`src/core/dmacc_pkg.sv`:
```
// Purpose: constants for the dma channel control block
// Assumes: axi4-lite register access, 32-bit data words
// Notes:   printed offsets are not all multiples of four, so each is kept as an index
package dmacc_pkg;
  localparam logic [31:0] DMACC_IDX_COUNT  = 32'h5000360A;
  localparam logic [31:0] DMACC_IDX_CTRL   = 32'h5000360C;
  localparam logic [31:0] DMACC_IDX_SRCL   = 32'h50003600;
  localparam logic [31:0] DMACC_IDX_SRCH   = 32'h50003602;
  localparam logic [31:0] DMACC_IDX_DSTL   = 32'h50003604;
  localparam logic [31:0] DMACC_IDX_DSTH   = 32'h50003606;
  localparam logic [31:0] DMACC_IDX_THRESH = 32'h50003608;
  localparam logic [31:0] DMACC_IDX_INDEX  = 32'h5000360E;
  localparam logic [31:0] DMACC_IDX_STATUS = 32'h50003610;
  localparam int          DMACC_ADDR_W     = 12;
  localparam int          DMACC_RUN        = 0;
  localparam int          DMACC_WID_LO     = 1;
  localparam int          DMACC_IRQ_EN     = 3;
  localparam int          DMACC_TRIG       = 4;
  localparam int          DMACC_DST_STEP   = 5;
  localparam int          DMACC_SRC_STEP   = 6;
  localparam int          DMACC_CIRC       = 7;
  localparam int          DMACC_PRIO_LO    = 8;
  localparam int          DMACC_YIELD      = 11;
  localparam int          DMACC_FILL       = 12;
  localparam int          DMACC_EDGE       = 13;
  localparam logic [15:0] DMACC_CTRL_MASK  = 16'h3FFF;
  localparam logic [15:0] DMACC_RST16      = 16'h0000;
  localparam logic [1:0]  DMACC_W_BYTE     = 2'h0;
  localparam logic [1:0]  DMACC_W_HALF     = 2'h1;
  localparam logic [1:0]  DMACC_W_WORD     = 2'h2;
  localparam logic [1:0]  DMACC_RESP_OK    = 2'h0;
  localparam logic [1:0]  DMACC_RESP_ERR   = 2'h2;
  typedef enum logic [2:0] {
    DMACC_IDLE, DMACC_ARB, DMACC_RD, DMACC_WR, DMACC_GAP
  } dmacc_state_t;
  function automatic logic [DMACC_ADDR_W-1:0] dmacc_byte(input logic [31:0] idx);
    return {idx[DMACC_ADDR_W-3:0], 2'b00};
  endfunction
endpackage

```
`src/core/dmacc_top.sv`:
```
// Purpose: control, length and bus sequencing of one dma channel
// Assumes: single clock, synchronous active-high reset, request is synchronous
// Notes:   this channel arbitrates against other channels via arb_* ports
// Notes on behaviour
// (RL1) moves transfer count plus one items; count zero moves one item
// (RL2) control bit 13 picks level or rising-edge peripheral request sensing
// (RL3) fill mode reads source once and writes it to every destination
// (RL4) software must enable destination stepping in fill mode; source step ignored
// (RL5) fill transfer runs to the end without yielding to other channels
// (RL6) software should not mix fill mode with peripheral triggering
// (RL7) blocking mode copies back to back, holding the bus from lower masters
// (RL8) yield mode idles one cycle after each store; ignored when peripheral-triggered
// (RL9) 3-bit priority in bits 10:8, larger value wins arbitration
// (RL10) equal priority goes to the lowest-numbered channel
// (RL11) normal mode stops at the end and clears the run bit
// (RL12) circular peripheral mode zeroes index, restarts, keeps run bit
// (RL13) bit 6 steps the source address by the width after each item
// (RL14) bit 5 steps the destination address by the width after each item
// (RL15) step is 1, 2 or 4 for width codes 00, 01, 10
// (RL16) bit 4 clear starts at once, set waits for peripheral request
// (RL17) bit 3 gates the channel interrupt output
// (RL18) width field bits 2:1 selects byte, half or word; 11 reserved
// (RL19) run bit clear keeps channel idle; setting it enables the channel
// (RL20) interrupt when threshold equals index after an item, before index steps
// (RL21) read-only index counts items and returns to zero on completion
// (RL22) source and destination start addresses written as two 16-bit halves
// (RL23) bus address is start plus index times step, or start alone
// (RL24) control bits 15:14 read zero and ignore writes
`timescale 1ns/100ps
`default_nettype none
module dmacc_top
  import dmacc_pkg::*;
#(
  parameter logic [2:0] CHAN_NUM = 3'h0
) (
  input  wire logic                    core_clk,
  input  wire logic                    rst,
  input  wire logic [DMACC_ADDR_W-1:0] s_axi_awaddr,
  input  wire logic                    s_axi_awvalid,
  output logic                         s_axi_awready,
  input  wire logic [31:0]             s_axi_wdata,
  input  wire logic [3:0]              s_axi_wstrb,
  input  wire logic                    s_axi_wvalid,
  output logic                         s_axi_wready,
  output logic [1:0]                   s_axi_bresp,
  output logic                         s_axi_bvalid,
  input  wire logic                    s_axi_bready,
  input  wire logic [DMACC_ADDR_W-1:0] s_axi_araddr,
  input  wire logic                    s_axi_arvalid,
  output logic                         s_axi_arready,
  output logic [31:0]                  s_axi_rdata,
  output logic [1:0]                   s_axi_rresp,
  output logic                         s_axi_rvalid,
  input  wire logic                    s_axi_rready,
  input  wire logic                    periph_req,
  output logic                         arb_req,
  output logic [2:0]                   arb_prio,
  output logic                         arb_lock,
  input  wire logic                    arb_grant,
  output logic                         mem_valid,
  output logic                         mem_write,
  output logic [31:0]                  mem_addr,
  output logic [1:0]                   mem_size,
  output logic [31:0]                  mem_wdata,
  input  wire logic                    mem_ready,
  input  wire logic [31:0]             mem_rdata,
  output logic                         bus_hold,
  output logic                         irq
);

  typedef struct packed {
    logic         awready;
    logic         wready;
    logic         aw_got;
    logic         w_got;
    logic [DMACC_ADDR_W-1:0] aw_addr;
    logic [31:0]  w_data;
    logic [3:0]   w_strb;
    logic         bvalid;
    logic [1:0]   bresp;
    logic         arready;
    logic         rvalid;
    logic [31:0]  rdata;
    logic [1:0]   rresp;
    logic [15:0]  count;
    logic [15:0]  ctrl;
    logic [31:0]  src;
    logic [31:0]  dst;
    logic [15:0]  thresh;
    logic [15:0]  index;
    logic         req_prev;
    logic         req_seen;
    logic         done_flag;
    dmacc_state_t st;
    logic         fill_loaded;
    logic [31:0]  data;
    logic         mvalid;
    logic         mwrite;
    logic [31:0]  maddr;
    logic [31:0]  mwdata;
    logic         areq;
    logic         alock;
    logic         hold;
    logic         irq;
  } dmacc_regs_t;

  dmacc_regs_t q, d;

  logic [31:0] step;
  logic [31:0] src_addr;
  logic [31:0] dst_addr;
  logic        last_item;
  logic        trig_mode;
  logic        req_ok;
  logic [15:0] wmask;
  logic [31:0] widx;
  logic [31:0] ridx;
  logic        wr_fire;

  always_comb begin
    // see (RL15) (RL18)
    unique case (q.ctrl[DMACC_WID_LO +: 2])
      DMACC_W_HALF: step = 32'h00000002;
      DMACC_W_WORD: step = 32'h00000004;
      default:      step = 32'h00000001;
    endcase
    // see (RL13) (RL14) (RL23)
    src_addr  = q.ctrl[DMACC_SRC_STEP] ? q.src + step * {16'h0000, q.index} : q.src;
    dst_addr  = q.ctrl[DMACC_DST_STEP] ? q.dst + step * {16'h0000, q.index} : q.dst;
    last_item = (q.index == q.count);                       // see (RL1)
    trig_mode = q.ctrl[DMACC_TRIG];
    // see (RL2) (RL16)
    req_ok    = !trig_mode || (q.ctrl[DMACC_EDGE] ? q.req_seen : periph_req);
    wmask     = {{8{q.w_strb[1]}}, {8{q.w_strb[0]}}};
    // word index mapped back onto the register offsets; top two address bits must be zero
    widx      = (q.aw_addr[DMACC_ADDR_W-1 -: 2] == 2'h0) ?
                {DMACC_IDX_SRCL[31:8], q.aw_addr[DMACC_ADDR_W-3:2]} : 32'hFFFFFFFF;
    ridx      = (s_axi_araddr[DMACC_ADDR_W-1 -: 2] == 2'h0) ?
                {DMACC_IDX_SRCL[31:8], s_axi_araddr[DMACC_ADDR_W-3:2]} : 32'hFFFFFFFF;
    wr_fire   = q.aw_got && q.w_got && !q.bvalid;
  end

  always_comb begin
    d = q;
    d.req_prev = periph_req;
    if (periph_req && !q.req_prev) begin
      d.req_seen = 1'b1;
    end
    // write channel: address and data accepted in either order
    if (s_axi_awvalid && q.awready) begin
      d.aw_got  = 1'b1;
      d.aw_addr = s_axi_awaddr;
      d.awready = 1'b0;
    end
    if (s_axi_wvalid && q.wready) begin
      d.w_got  = 1'b1;
      d.w_data = s_axi_wdata;
      d.w_strb = s_axi_wstrb;
      d.wready = 1'b0;
    end
    if (q.bvalid && s_axi_bready) begin
      d.bvalid  = 1'b0;
      d.awready = 1'b1;
      d.wready  = 1'b1;
    end
    if (wr_fire) begin
      d.aw_got = 1'b0;
      d.w_got  = 1'b0;
      d.bvalid = 1'b1;
      d.bresp  = DMACC_RESP_OK;
      if (widx == DMACC_IDX_COUNT) begin
        d.count = (q.count & ~wmask) | (q.w_data[15:0] & wmask);
      end else if (widx == DMACC_IDX_CTRL) begin
        // see (RL24)
        d.ctrl = ((q.ctrl & ~wmask) | (q.w_data[15:0] & wmask)) & DMACC_CTRL_MASK;
      end else if (widx == DMACC_IDX_SRCL) begin
        d.src[15:0] = (q.src[15:0] & ~wmask) | (q.w_data[15:0] & wmask);  // see (RL22)
      end else if (widx == DMACC_IDX_SRCH) begin
        d.src[31:16] = (q.src[31:16] & ~wmask) | (q.w_data[15:0] & wmask);
      end else if (widx == DMACC_IDX_DSTL) begin
        d.dst[15:0] = (q.dst[15:0] & ~wmask) | (q.w_data[15:0] & wmask);
      end else if (widx == DMACC_IDX_DSTH) begin
        d.dst[31:16] = (q.dst[31:16] & ~wmask) | (q.w_data[15:0] & wmask);
      end else if (widx == DMACC_IDX_THRESH) begin
        d.thresh = (q.thresh & ~wmask) | (q.w_data[15:0] & wmask);
      end else if (widx == DMACC_IDX_STATUS) begin
        if (q.w_data[0] && q.w_strb[0]) begin
          d.done_flag = 1'b0;
        end
      end else if (widx != DMACC_IDX_INDEX) begin
        d.bresp = DMACC_RESP_ERR;
      end
    end
    // read channel
    if (q.rvalid && s_axi_rready) begin
      d.rvalid  = 1'b0;
      d.arready = 1'b1;
    end
    if (s_axi_arvalid && q.arready) begin
      d.arready = 1'b0;
      d.rvalid  = 1'b1;
      d.rresp   = DMACC_RESP_OK;
      d.rdata   = 32'h00000000;
      if (ridx == DMACC_IDX_COUNT) begin
        d.rdata[15:0] = q.count;
      end else if (ridx == DMACC_IDX_CTRL) begin
        d.rdata[15:0] = q.ctrl;
      end else if (ridx == DMACC_IDX_SRCL) begin
        d.rdata[15:0] = q.src[15:0];
      end else if (ridx == DMACC_IDX_SRCH) begin
        d.rdata[15:0] = q.src[31:16];
      end else if (ridx == DMACC_IDX_DSTL) begin
        d.rdata[15:0] = q.dst[15:0];
      end else if (ridx == DMACC_IDX_DSTH) begin
        d.rdata[15:0] = q.dst[31:16];
      end else if (ridx == DMACC_IDX_THRESH) begin
        d.rdata[15:0] = q.thresh;
      end else if (ridx == DMACC_IDX_INDEX) begin
        d.rdata[15:0] = q.index;                            // see (RL21)
      end else if (ridx == DMACC_IDX_STATUS) begin
        d.rdata[2:0] = {q.irq, q.st != DMACC_IDLE, q.done_flag};
      end else begin
        d.rresp = DMACC_RESP_ERR;
      end
    end
    d.irq = 1'b0;
    // channel sequencer
    unique case (q.st)
      DMACC_IDLE: begin
        d.index       = 16'h0000;
        d.fill_loaded = 1'b0;
        d.hold        = 1'b0;
        if (q.ctrl[DMACC_RUN]) begin                        // see (RL19)
          d.st = DMACC_ARB;
        end
      end
      DMACC_ARB: begin
        d.areq = req_ok;
        if (!q.ctrl[DMACC_RUN]) begin
          d.areq = 1'b0;
          d.st   = DMACC_IDLE;
        end else if (q.areq && arb_grant && req_ok) begin  // see (RL9) (RL10)
          d.req_seen = periph_req && !q.req_prev;           // a new edge now is kept
          d.hold     = 1'b1;
          // see (RL5)
          d.alock = q.ctrl[DMACC_FILL] || !q.ctrl[DMACC_YIELD] || trig_mode;
          if (q.ctrl[DMACC_FILL] && q.fill_loaded) begin
            d.st     = DMACC_WR;                            // see (RL3)
            d.mvalid = 1'b1;
            d.mwrite = 1'b1;
            d.maddr  = dst_addr;
            d.mwdata = q.data;
          end else begin
            d.st     = DMACC_RD;
            d.mvalid = 1'b1;
            d.mwrite = 1'b0;
            d.maddr  = src_addr;
          end
        end
      end
      DMACC_RD: begin
        if (mem_ready) begin
          d.data        = mem_rdata;
          d.fill_loaded = 1'b1;
          d.st          = DMACC_WR;
          d.mwrite      = 1'b1;
          d.maddr       = dst_addr;
          d.mwdata      = mem_rdata;
        end
      end
      DMACC_WR: begin
        if (mem_ready) begin
          d.mvalid = 1'b0;
          d.mwrite = 1'b0;
          // see (RL17) (RL20)
          d.irq = q.ctrl[DMACC_IRQ_EN] && (q.thresh == q.index);
          if (last_item) begin
            d.index       = 16'h0000;                       // see (RL21)
            d.fill_loaded = 1'b0;
            d.done_flag   = 1'b1;
            d.areq        = 1'b0;
            d.alock       = 1'b0;
            d.hold        = 1'b0;
            if (q.ctrl[DMACC_CIRC] && trig_mode) begin
              d.st = DMACC_ARB;                             // see (RL12)
            end else begin
              d.ctrl[DMACC_RUN] = 1'b0;                     // see (RL11)
              d.st              = DMACC_IDLE;
            end
          end else begin
            d.index = q.index + 16'h0001;
            if (trig_mode) begin
              d.areq  = 1'b0;
              d.alock = 1'b0;
              d.hold  = 1'b0;
              d.st    = DMACC_ARB;
            end else if (q.ctrl[DMACC_YIELD] && !q.ctrl[DMACC_FILL]) begin
              d.hold = 1'b0;                                // see (RL8)
              d.st   = DMACC_GAP;
            end else begin
              d.st = DMACC_ARB;                             // see (RL7)
            end
          end
        end
      end
      DMACC_GAP: begin
        d.st = DMACC_ARB;
      end
      default: begin
        d.st = DMACC_IDLE;
      end
    endcase
  end

  always_ff @(posedge core_clk) begin
    if (rst) begin
      q         <= '0;
      q.awready <= 1'b1;
      q.wready  <= 1'b1;
      q.arready <= 1'b1;
      q.st      <= DMACC_IDLE;
    end else begin
      q <= d;
    end
  end

  assign s_axi_awready = q.awready;
  assign s_axi_wready  = q.wready;
  assign s_axi_bvalid  = q.bvalid;
  assign s_axi_bresp   = q.bresp;
  assign s_axi_arready = q.arready;
  assign s_axi_rvalid  = q.rvalid;
  assign s_axi_rdata   = q.rdata;
  assign s_axi_rresp   = q.rresp;
  assign arb_req       = q.areq;
  assign arb_prio      = q.ctrl[DMACC_PRIO_LO +: 3];
  assign arb_lock      = q.alock;
  assign mem_valid     = q.mvalid;
  assign mem_write     = q.mwrite;
  assign mem_addr      = q.maddr;
  assign mem_size      = q.ctrl[DMACC_WID_LO +: 2];
  assign mem_wdata     = q.mwdata;
  assign bus_hold      = q.hold;
  assign irq           = q.irq;

endmodule
`default_nettype wire

```
`config.mk`:
```
export PLATFORM = sky130hd
export DESIGN_NAME = dmacc_top
export DESIGN_NICKNAME = d
export VERILOG_FILES = /design/src/core/dmacc_pkg.sv /design/src/core/dmacc_top.sv
export SDC_FILE = /design/constraint.sdc
export NUM_CORES = 1
export LEC_CHECK = 0
export BUFFER_PORTS_ARGS = -buffer_cell sky130_fd_sc_hd__buf_2
export CAP_MARGIN = 20
export CORE_ASPECT_RATIO = 1.4
export CORE_MARGIN = 8
export CORE_UTILIZATION = 50
export DETAILED_ROUTE_END_ITERATION = 6
export GPL_ROUTABILITY_DRIVEN = 0
export PLACE_DENSITY_LB_ADDON = 0.12
export SLEW_MARGIN = 20
export SYNTH_ARGS = -nofsm -noshare
export SYNTH_HDL_FRONTEND = slang
export SYNTH_SLANG_ARGS = --single-unit
```
`constraint.sdc`:
```
create_clock -name core_clk -period 5.2 [get_ports core_clk]
set_input_delay 0.78 -clock core_clk [delete_from_list [all_inputs] [get_ports core_clk]]
set_output_delay 0.78 -clock core_clk [all_outputs]
set_load 0.02 [all_outputs]
```
# == Word level (Yosys, flattened, before mapping) ==
# Cells that the tools add are included.
# W data, S select, Z words.
# word_totals
reg_bits,292
inputBits,102
output_inout_bits,116
wordCells,264
# classes
add_sub_neg,3
multipliers,1
eq_ne,36
mux,108
bitwise,24
n_reduce_logical,56
# op_table
operator,count
$eq A32 B31 Y1 const B,17
$mux W16,18
$mux W81,2
$mux W32,5
$mux W66,2
$pmux W64 S2,1
$and A16 B16 Y16,7
$mux W48,2
$or A16 B16 Y16,6
$mux W80,1
$mux W36,2
$mux W65,1
$add A32 B32 Y32,2
$mux W2,23
$mux W33,1
$eq A16 B16 Y1,2
$mul A32 B16 Y32,1
$ne A32 B31 Y1 const B,1
$pmux W16 S2,1
$mux W3,10
$mux W1,29
$reduce_and A5 Y1,5
$reduce_and A4 Y1,5
$add A16 B1 Y16 const B,1
34 further kinds,83

# == Logic depth before layout (Yosys ltp) ==
# Gate-level depths: netlist of the first run.
# depth
depth_word,15
ltp_mapped,26
depth_no_buf,26

# == Worst setup path after synthesis of the first run ==
# Ideal clock, no wire load.
# synth_timing
kind,flip-flop to flip-flop
startpoint,register (tool-made name)
endpoint,register q (netlist bit mem_addr[26])
setup_time_ps,134
arrival_ps,4927
t_required_ps,5066
setup_slack_ps,138
path_stages_with_launch,26
n_path_buf,0
period_less_slack_ps,5062
path_cell_list,dfxtp_1 inv_1 ha_1 nand2_1 fa_1 inv_1 ha_1 inv_1 fa_1 nor2b_1 o21ai_0 a21boi_0 o21ai_0 a211oi_1 nor2_1 a211o_1 o21a_1 xnor2_1 ha_1 nand2b_1 or3_1 o211ai_1 nor2b_1 nor2_1 xnor2_1 o221ai_1
# synth_rtl
element,line_no,source
"end, declared",dmacc_top.sv:107,"dmacc_regs_t q, d;"

==> results.md, run 1 <==
Status
* **outcome** complete, but fails checks
* **violated checks** design-rule violations

Logic synthesis
* **average instance area after synthesis** 7.88 µm²
* **largest cells by area after synthesis** dfxtp_1 34%, nand2_1 8.5%, a21oi_1 6.4%, mux2i_1 6.3%, buf_4 4.9%
* **sequential share of the synthesized area** 0.339
* **#FFs+latches synth** 288
* **Post-Syn Instances** 2160
* **warning count from the yosys run** 0
* **area share of the largest cell type after synthesis** 0.339
* **most frequently used cell type in the post-synthesis netlist** nand2_1
* **area of the mapped netlist** 0.0170 mm²
* **top flip-flop cell by instance count after synthesis** dfxtp_1
* **post-synth cell types** 76
* **top cells by instance count after synthesis** 385 x nand2_1, 288 x dfxtp_1, 217 x a21oi_1
* **post-synth top area cell** dfxtp_1
* **Synth async-reset ratio** 0
* **EDFF count, synth** 0

GRT
* **total global-route track usage** 0.272
* **M1 GR Usage** 0.301
* **met3 layer usage reported by global route** 0.0502
* **vias in the first global route** 15.3k
* **pin count of the biggest net entering global routing** 191
* **antenna violations before repair** 1
* **global-route congestion overflow total** 0
* **grt met2 use** 0.468
* **first-pass GRT wire length** 84900 µm
* **peak-usage layer in the global routing report** met2

Placement
* **dpl hpwl** 42200 µm
* **Post-Place Cell Area** 0.0180 mm²
* **count of input and output buffers** 177

Clock network
* **Post-CTS Hold Fix Bufs** 0
* **clk root buf** clkbuf_16
* **CTS sink count** 288
* **worst-skew pair later-pin latency** 0.57 ns
* **TritonCTS buffer count** 30
* **clock-pin slew reported for the worst setup and hold paths after clock tree synthesis** 0.06 ns
* **clock tree from TritonCTS** yes
* **number of levels the H-tree was split into** 1
* **Clock Tree Buf Depth** 3

STA
* **shortest period the worst path allows** 5.11 ns
* **Total Negative Setup Slacks** 0 ns
* **number of pins with negative max-slew slack in the final report** 0
* **endpoints failing hold** 0
* **Max transition margin** 0.224
* **highest attainable clock frequency** 196 MHz
* **slew at the pin closest to its max-slew limit** 1.13 ns
* **final hold slack** 0.425 ns
* **worst clock skew** 0.0173 ns
* **setup repair after global routing missed its margin** true
* **final count of negative-setup-slack endpoints** 0
* **share of the clock period used by the worst path after layout** 0.983

Run
* **reported max-cap violation count** 0

Layout
* **fin nets** 2450
* **share of cells above drive strength 1** 0.198
* **area of all placed cells without fillers** 0.0197 mm²
* **area delta synth->final** 15.5%
* **count of antenna diodes in the layout** 0

Route
* **final WL** 56900 µm
* **remaining design rule violation count** 2
* **number of routed nets with antenna violations** 0
* **total vias in the final route** 15.9k
* **mean number of vias per cell** 5.79
* **Detailed Routing Iterations Pass 1** 7
* **average wire length per cell after detail routing** 20.7 µm
* **violation count after the first detailed-route iteration** 1226

Worst setup path
* **critical path endpoint category** register
* **critical path fanouts, max** 4
* **critical path class** reg -> reg
* **Largest stage delay, worst path** 0.52 ns
* **Crit path required time** 5.63 ns
* **Worst Setup Start Kind** register
* **slowest stage cell on the critical path** fa_1
* **Critical Path, Cell by Cell** inv_2, ha_4, nand2_1, fa_1, inv_1, ha_4, a21o_1, a21o_1, a21oi_2, buf_4, inv_1, a21oi_1, xnor2_1, ha_1, o21a_1, o211ai_1, a31oi_2, o2111a_1, or3b_1, xor2_1, mux2_2, a211oi_2, nor3_1
* **Worst Path Arrival** 5.54 ns

Floorplan
* **width of the chip** 172 µm
* **placeable core region** 0.0338 mm²
* **y dimension of the die** 234 µm
* **FP Rows** 80
* **area enclosed by the die boundary** 0.0403 mm²
* **IO Pins** 218
* **initial standard-cell utilization of the core** 0.503

Worst hold path
* **Hold WC Path Type** in -> reg

Power
* **PwrDens** 239 mW/mm²
* **VDD IR max** 0.273 mV
* **Lkg Pwr** 8.20 nW

==> where the power goes <==
group          internal (mW)  total, mW  switching, mW  leakage [nW]
Clock                   1.31       2.23          0.922         0.503
Combinational         0.0619      0.206          0.144          5.37
Sequential              2.23       2.27         0.0429          2.33
==> stage by stage <==
| stage | instances | util | total power, mW | worst slack, ns |
|---|---|---|---|---|
| 3_3_place_gp | 2675 | 0.533 | 2.52 | -0.310 |
| 6_report | 2745 | 0.581 | 4.71 | 0.0892 |
| 2_1_floorplan | 2177 | - | 2.45 | 0.138 |
| 5_1_grt | 2745 | 0.581 | 4.84 | -0.103 |
| 3_5_place_dp | 2675 | 0.533 | 2.53 | -0.449 |
| 4_1_cts | 2735 | 0.569 | 4.74 | 0.00870 |
==> timing repair <==
action,in CTS,in global routing
gates resized for setup,32,77
setup buffers,4,10
pin swaps,12,58
endpoints found under the setup margin,21,21
==> worst max-delay path: cells and delay by family, from the launching register on <==
kind                       cells  cell delay (ns)
and+or+nand+nor                3             0.53
muxes                          1             0.27
buffers and inverters          4             0.30
xor gates and xnor gates       2             0.43
AOI/OAI and AO/OA              9             1.72
adders and majority gates      4             1.38
DFF                            1             0.35
==> layer usage <==
| layer | vias up | share of wire | wire [µm] |
|---|---|---|---|
| li1 | 7564 | - | - |
| met1 | 7492 | 0.37 | 21000 |
| met2 | 655 | 0.48 | 27600 |
| met3 | 185 | 0.074 | 4240 |
| met4 | 2 | 0.072 | 4120 |
| met5 | - | 0.00023 | 13 |
==> final timing paths <==
check                                                from                    endpoint  slack [ns]  cells past startpoint
worst max register to register                   register   mem_addr[16]$_SDFFE_PP0P_        0.09                     23
worst min-delay path                        s_axi_awvalid  s_axi_awready$_SDFFE_PP1P_        0.43                      2
worst max-delay path                             register   mem_addr[16]$_SDFFE_PP0P_        0.09                     23
worst min register to register  mem_addr[13]$_SDFFE_PP0P_   mem_addr[13]$_SDFFE_PP0P_        0.45                      2
==> cell type report <==
class / instances / area, µm²
Inverter: 50 / 188
Fill cell: 3219 / 14200
Tap cell: 451 / 564
Clock inverter: 12 / 129
Multi-Input combinational cell: 1604 / 10300
Timing Repair Buffer: 296 / 1820
Clock buffer: 44 / 905
Sequential cell: 288 / 5770
==> placed cells by master (no fill, tap or decap), types with 9 or more instances in the layout <==
cell type	n
a211oi_1	52
a21o_1	14
a21oi_1	207
a21oi_2	13
a222oi_1	12
a22oi_1	10
a31oi_1	12
and2_1	14
and3_1	15
buf_2	176
buf_4	113
clkbuf_16	31
clkbuf_8	9
conb_1	18
dfxtp_1	286
fa_1	16
ha_1	48
ha_4	10
inv_1	48
mux2i_1	107
nand2_1	382
nand2b_1	9
nand3_1	35
nand4_1	25
nor2_1	196
nor2b_1	21
nor3_1	23
o211ai_1	19
o21ai_0	64
o21ai_1	15
or3_1	10
xnor2_1	56
xor2_1	39
==> kinds of logic after synthesis <==
logic type | Yosys count | synth area share
AO/OA/AOI/OAI | 495 | 0.181
other | 1 | 0.000220
AND/OR/NAND/NOR | 798 | 0.207
XOR/XNOR | 104 | 0.0535
adder cells (fa/ha/maj) | 78 | 0.0648
multiplexers | 111 | 0.0656
buffers and inverters | 285 | 0.0891
flip-flops | 288 | 0.339
Note: power is estimated with default switching activity, not from simulation.
==> inputs of run 2 (changes only) <==
- CORE_UTILIZATION: 50 -> 53
==> results.md, run 2 (synthesis gave the netlist of run 1 again) <==
Layout
* **share of cells above drive strength 1** 0.196, was 0.198
* **number of fillers in the final layout** 2838, was 3219
* **area of all placed cells without fillers** 0.0195 mm², was 0.0197 mm²
* **count of antenna diodes in the layout** 0, unchanged
* **post-route insts no fill** 2683, was 2745
* **fin nets** 2448, was 2450
* **most used cells in the layout excluding fill and tap cells** 382 x nand2_1, 286 x dfxtp_1, 208 x a21oi_1, was 382 x nand2_1, 286 x dfxtp_1, 207 x a21oi_1
* **most common library cell in the layout ignoring fill and taps** nand2_1, unchanged
* **area delta synth->final** 14.5%, was 15.5%

Route
* **average wire length per cell after detail routing** 20.9 µm, was 20.7 µm
* **total vias in the final route** 16.0k, was 15.9k
* **Detailed Routing Iterations Pass 1** 6, was 7
* **number of routed nets with antenna violations** 0, unchanged
* **violation count after the first detailed-route iteration** 1263, was 1226
* **mean number of vias per cell** 5.95, was 5.79
* **final WL** 56000 µm, was 56900 µm
* **remaining design rule violation count** 0, was 2

Clock network
* **clk root buf** clkbuf_16, unchanged
* **clock tree from TritonCTS** yes, unchanged
* **number of levels the H-tree was split into** 1, unchanged
* **Clock Tree Buf Depth** 3, unchanged
* **Post-CTS Hold Fix Bufs** 0, unchanged
* **clock-pin slew reported for the worst setup and hold paths after clock tree synthesis** 0.06 ns, about the same
* **TritonCTS buffer count** 29, was 30
* **CTS sink count** 288, unchanged
* **worst-skew pair later-pin latency** 0.57 ns, about the same

Floorplan
* **initial standard-cell utilization of the core** 0.539, was 0.503
* **area enclosed by the die boundary** 0.0382 mm², was 0.0403 mm²
* **placeable core region** 0.0316 mm², was 0.0338 mm²
* **y dimension of the die** 228 µm, was 234 µm
* **IO Pins** 218, unchanged
* **width of the chip** 167 µm, was 172 µm
* **FP Rows** 77, was 80

STA
* **Total Negative Setup Slacks** 0 ns, unchanged
* **Max transition margin** 0.258, was 0.224
* **worst clock skew** 0.0252 ns, was 0.0173 ns
* **share of the clock period used by the worst path after layout** 0.985, was 0.983
* **final count of negative-setup-slack endpoints** 0, unchanged
* **endpoints failing hold** 0, unchanged
* **number of pins with negative max-slew slack in the final report** 0, unchanged
* **shortest period the worst path allows** 5.12 ns, was 5.11 ns
* **setup repair after global routing missed its margin** true, unchanged
* **slew at the pin closest to its max-slew limit** 1.11 ns, was 1.13 ns
* **highest attainable clock frequency** 195 MHz, was 196 MHz
* **final hold slack** 0.431 ns, was 0.425 ns

GRT
* **vias in the first global route** 15.4k, was 15.3k
* **antenna violations before repair** 0, was 1
* **global-route congestion overflow total** 0, unchanged
* **total global-route track usage** 0.279, was 0.272
* **first-pass GRT wire length** 85100 µm, was 84900 µm
* **pin count of the biggest net entering global routing** 203, was 191

Power
* **Lkg Pwr** 8.16 nW, was 8.20 nW
* **VDD IR max** 0.317 mV, was 0.273 mV
* **sum of internal, switching and leakage power** 4.62 mW, was 4.71 mW
* **PwrDens** 237 mW/mm², was 239 mW/mm²

Worst setup path
* **critical path class** reg -> reg, unchanged
* **critical path fanouts, max** 4, unchanged
* **Worst Path Arrival** 5.56 ns, was 5.54 ns
* **Worst Setup Start Kind** register, unchanged
* **Crit path required time** 5.64 ns, was 5.63 ns
* **critical path endpoint category** register, unchanged

Placement
* **post-placement cell count** 2624, was 2675
* **dpl hpwl** 41200 µm, was 42200 µm
* **Post-Place Cell Area** 0.0180 mm², about the same
* **count of input and output buffers** 177, unchanged

Run
* **reported max-cap violation count** 0, unchanged

Status
* **outcome** completed, was complete, but fails checks

Worst hold path
* **Hold WC Path Type** in -> reg, unchanged

[run 2: final cells by class]
class	instances	area, µm²	area share
Clock inverter	13	160	0.00822
Sequential cell	288	5770	0.296
Clock buffer	38	800	0.0410
Multi-Input combinational cell	1604	10300	0.527
Timing Repair Buffer	295	1820	0.0931
Inverter	50	188	0.00963
Tap cell	395	494	0.0254
[run 2: worst paths after layout]
kind,startpoint,end,slack [ns],cells past startpoint
worst min-delay path,s_axi_awvalid,s_axi_awready$_SDFFE_PP1P_,0.43,2
worst max register to register,register,mem_addr[26]$_SDFFE_PP0P_,0.08,27
worst max-delay path,register,mem_addr[26]$_SDFFE_PP0P_,0.08,27
worst min register to register,q[101]$_SDFFE_PP0P_,q[101]$_SDFFE_PP0P_,0.45,2
[run 2: metrics by stage]
step | utilization | setup WS (ns)
global placement | 0.569 | -0.301
global route | 0.617 | -0.179
floorplan | - | 0.138
detailed placement | 0.569 | -0.382
CTS | 0.605 | 0.00159
finish | 0.617 | 0.0782
[run 2: power by group]
group / switching, mW / total (mW) / internal (mW)
clock network: 0.912 / 2.15 / 1.23
registers: 0.0439 / 2.27 / 2.23
logic: 0.144 / 0.206 / 0.0620
[run 2: layer usage]
metal  global-route usage  vias to the layer above  part of all wire
li1                     -                     7564                 -
met1                0.312                     7506              0.37
met2                0.481                      702              0.48
met3               0.0510                      202             0.076
met4                0.179                        0             0.069
met5                    0                        -                 0
[run 2: repair_timing]
| item | in CTS | in global routing |
|---|---|---|
| buffers inserted | 2 | 7 |
| pin swaps | 14 | 46 |
| resized for setup | 34 | 76 |
| endpoints found under the setup margin | 20 | 21 |
[run 2: critical path: stages, from the launching register on]
cell and delay [ns]:
dfxtp_2 0.34, inv_2 0.05, ha_4 0.29, nand2_4 0.05
fa_1 0.44, inv_1 0.08, ha_2 0.19, inv_2 0.04
fa_2 0.39, nor2b_2 0.14, o21ai_2 0.09, a21boi_2 0.19
o21ai_2 0.09, a211oi_2 0.24, nor2_1 0.07, a211o_1 0.30
buf_6 0.14, xnor2_4 0.24, ha_4 0.27, nand3_2 0.07
o21ai_2 0.06, or3_4 0.39, o211ai_1 0.23, nor2b_2 0.19
buf_6 0.12, nor2_4 0.04, xnor2_2 0.14, o221ai_1 0.13
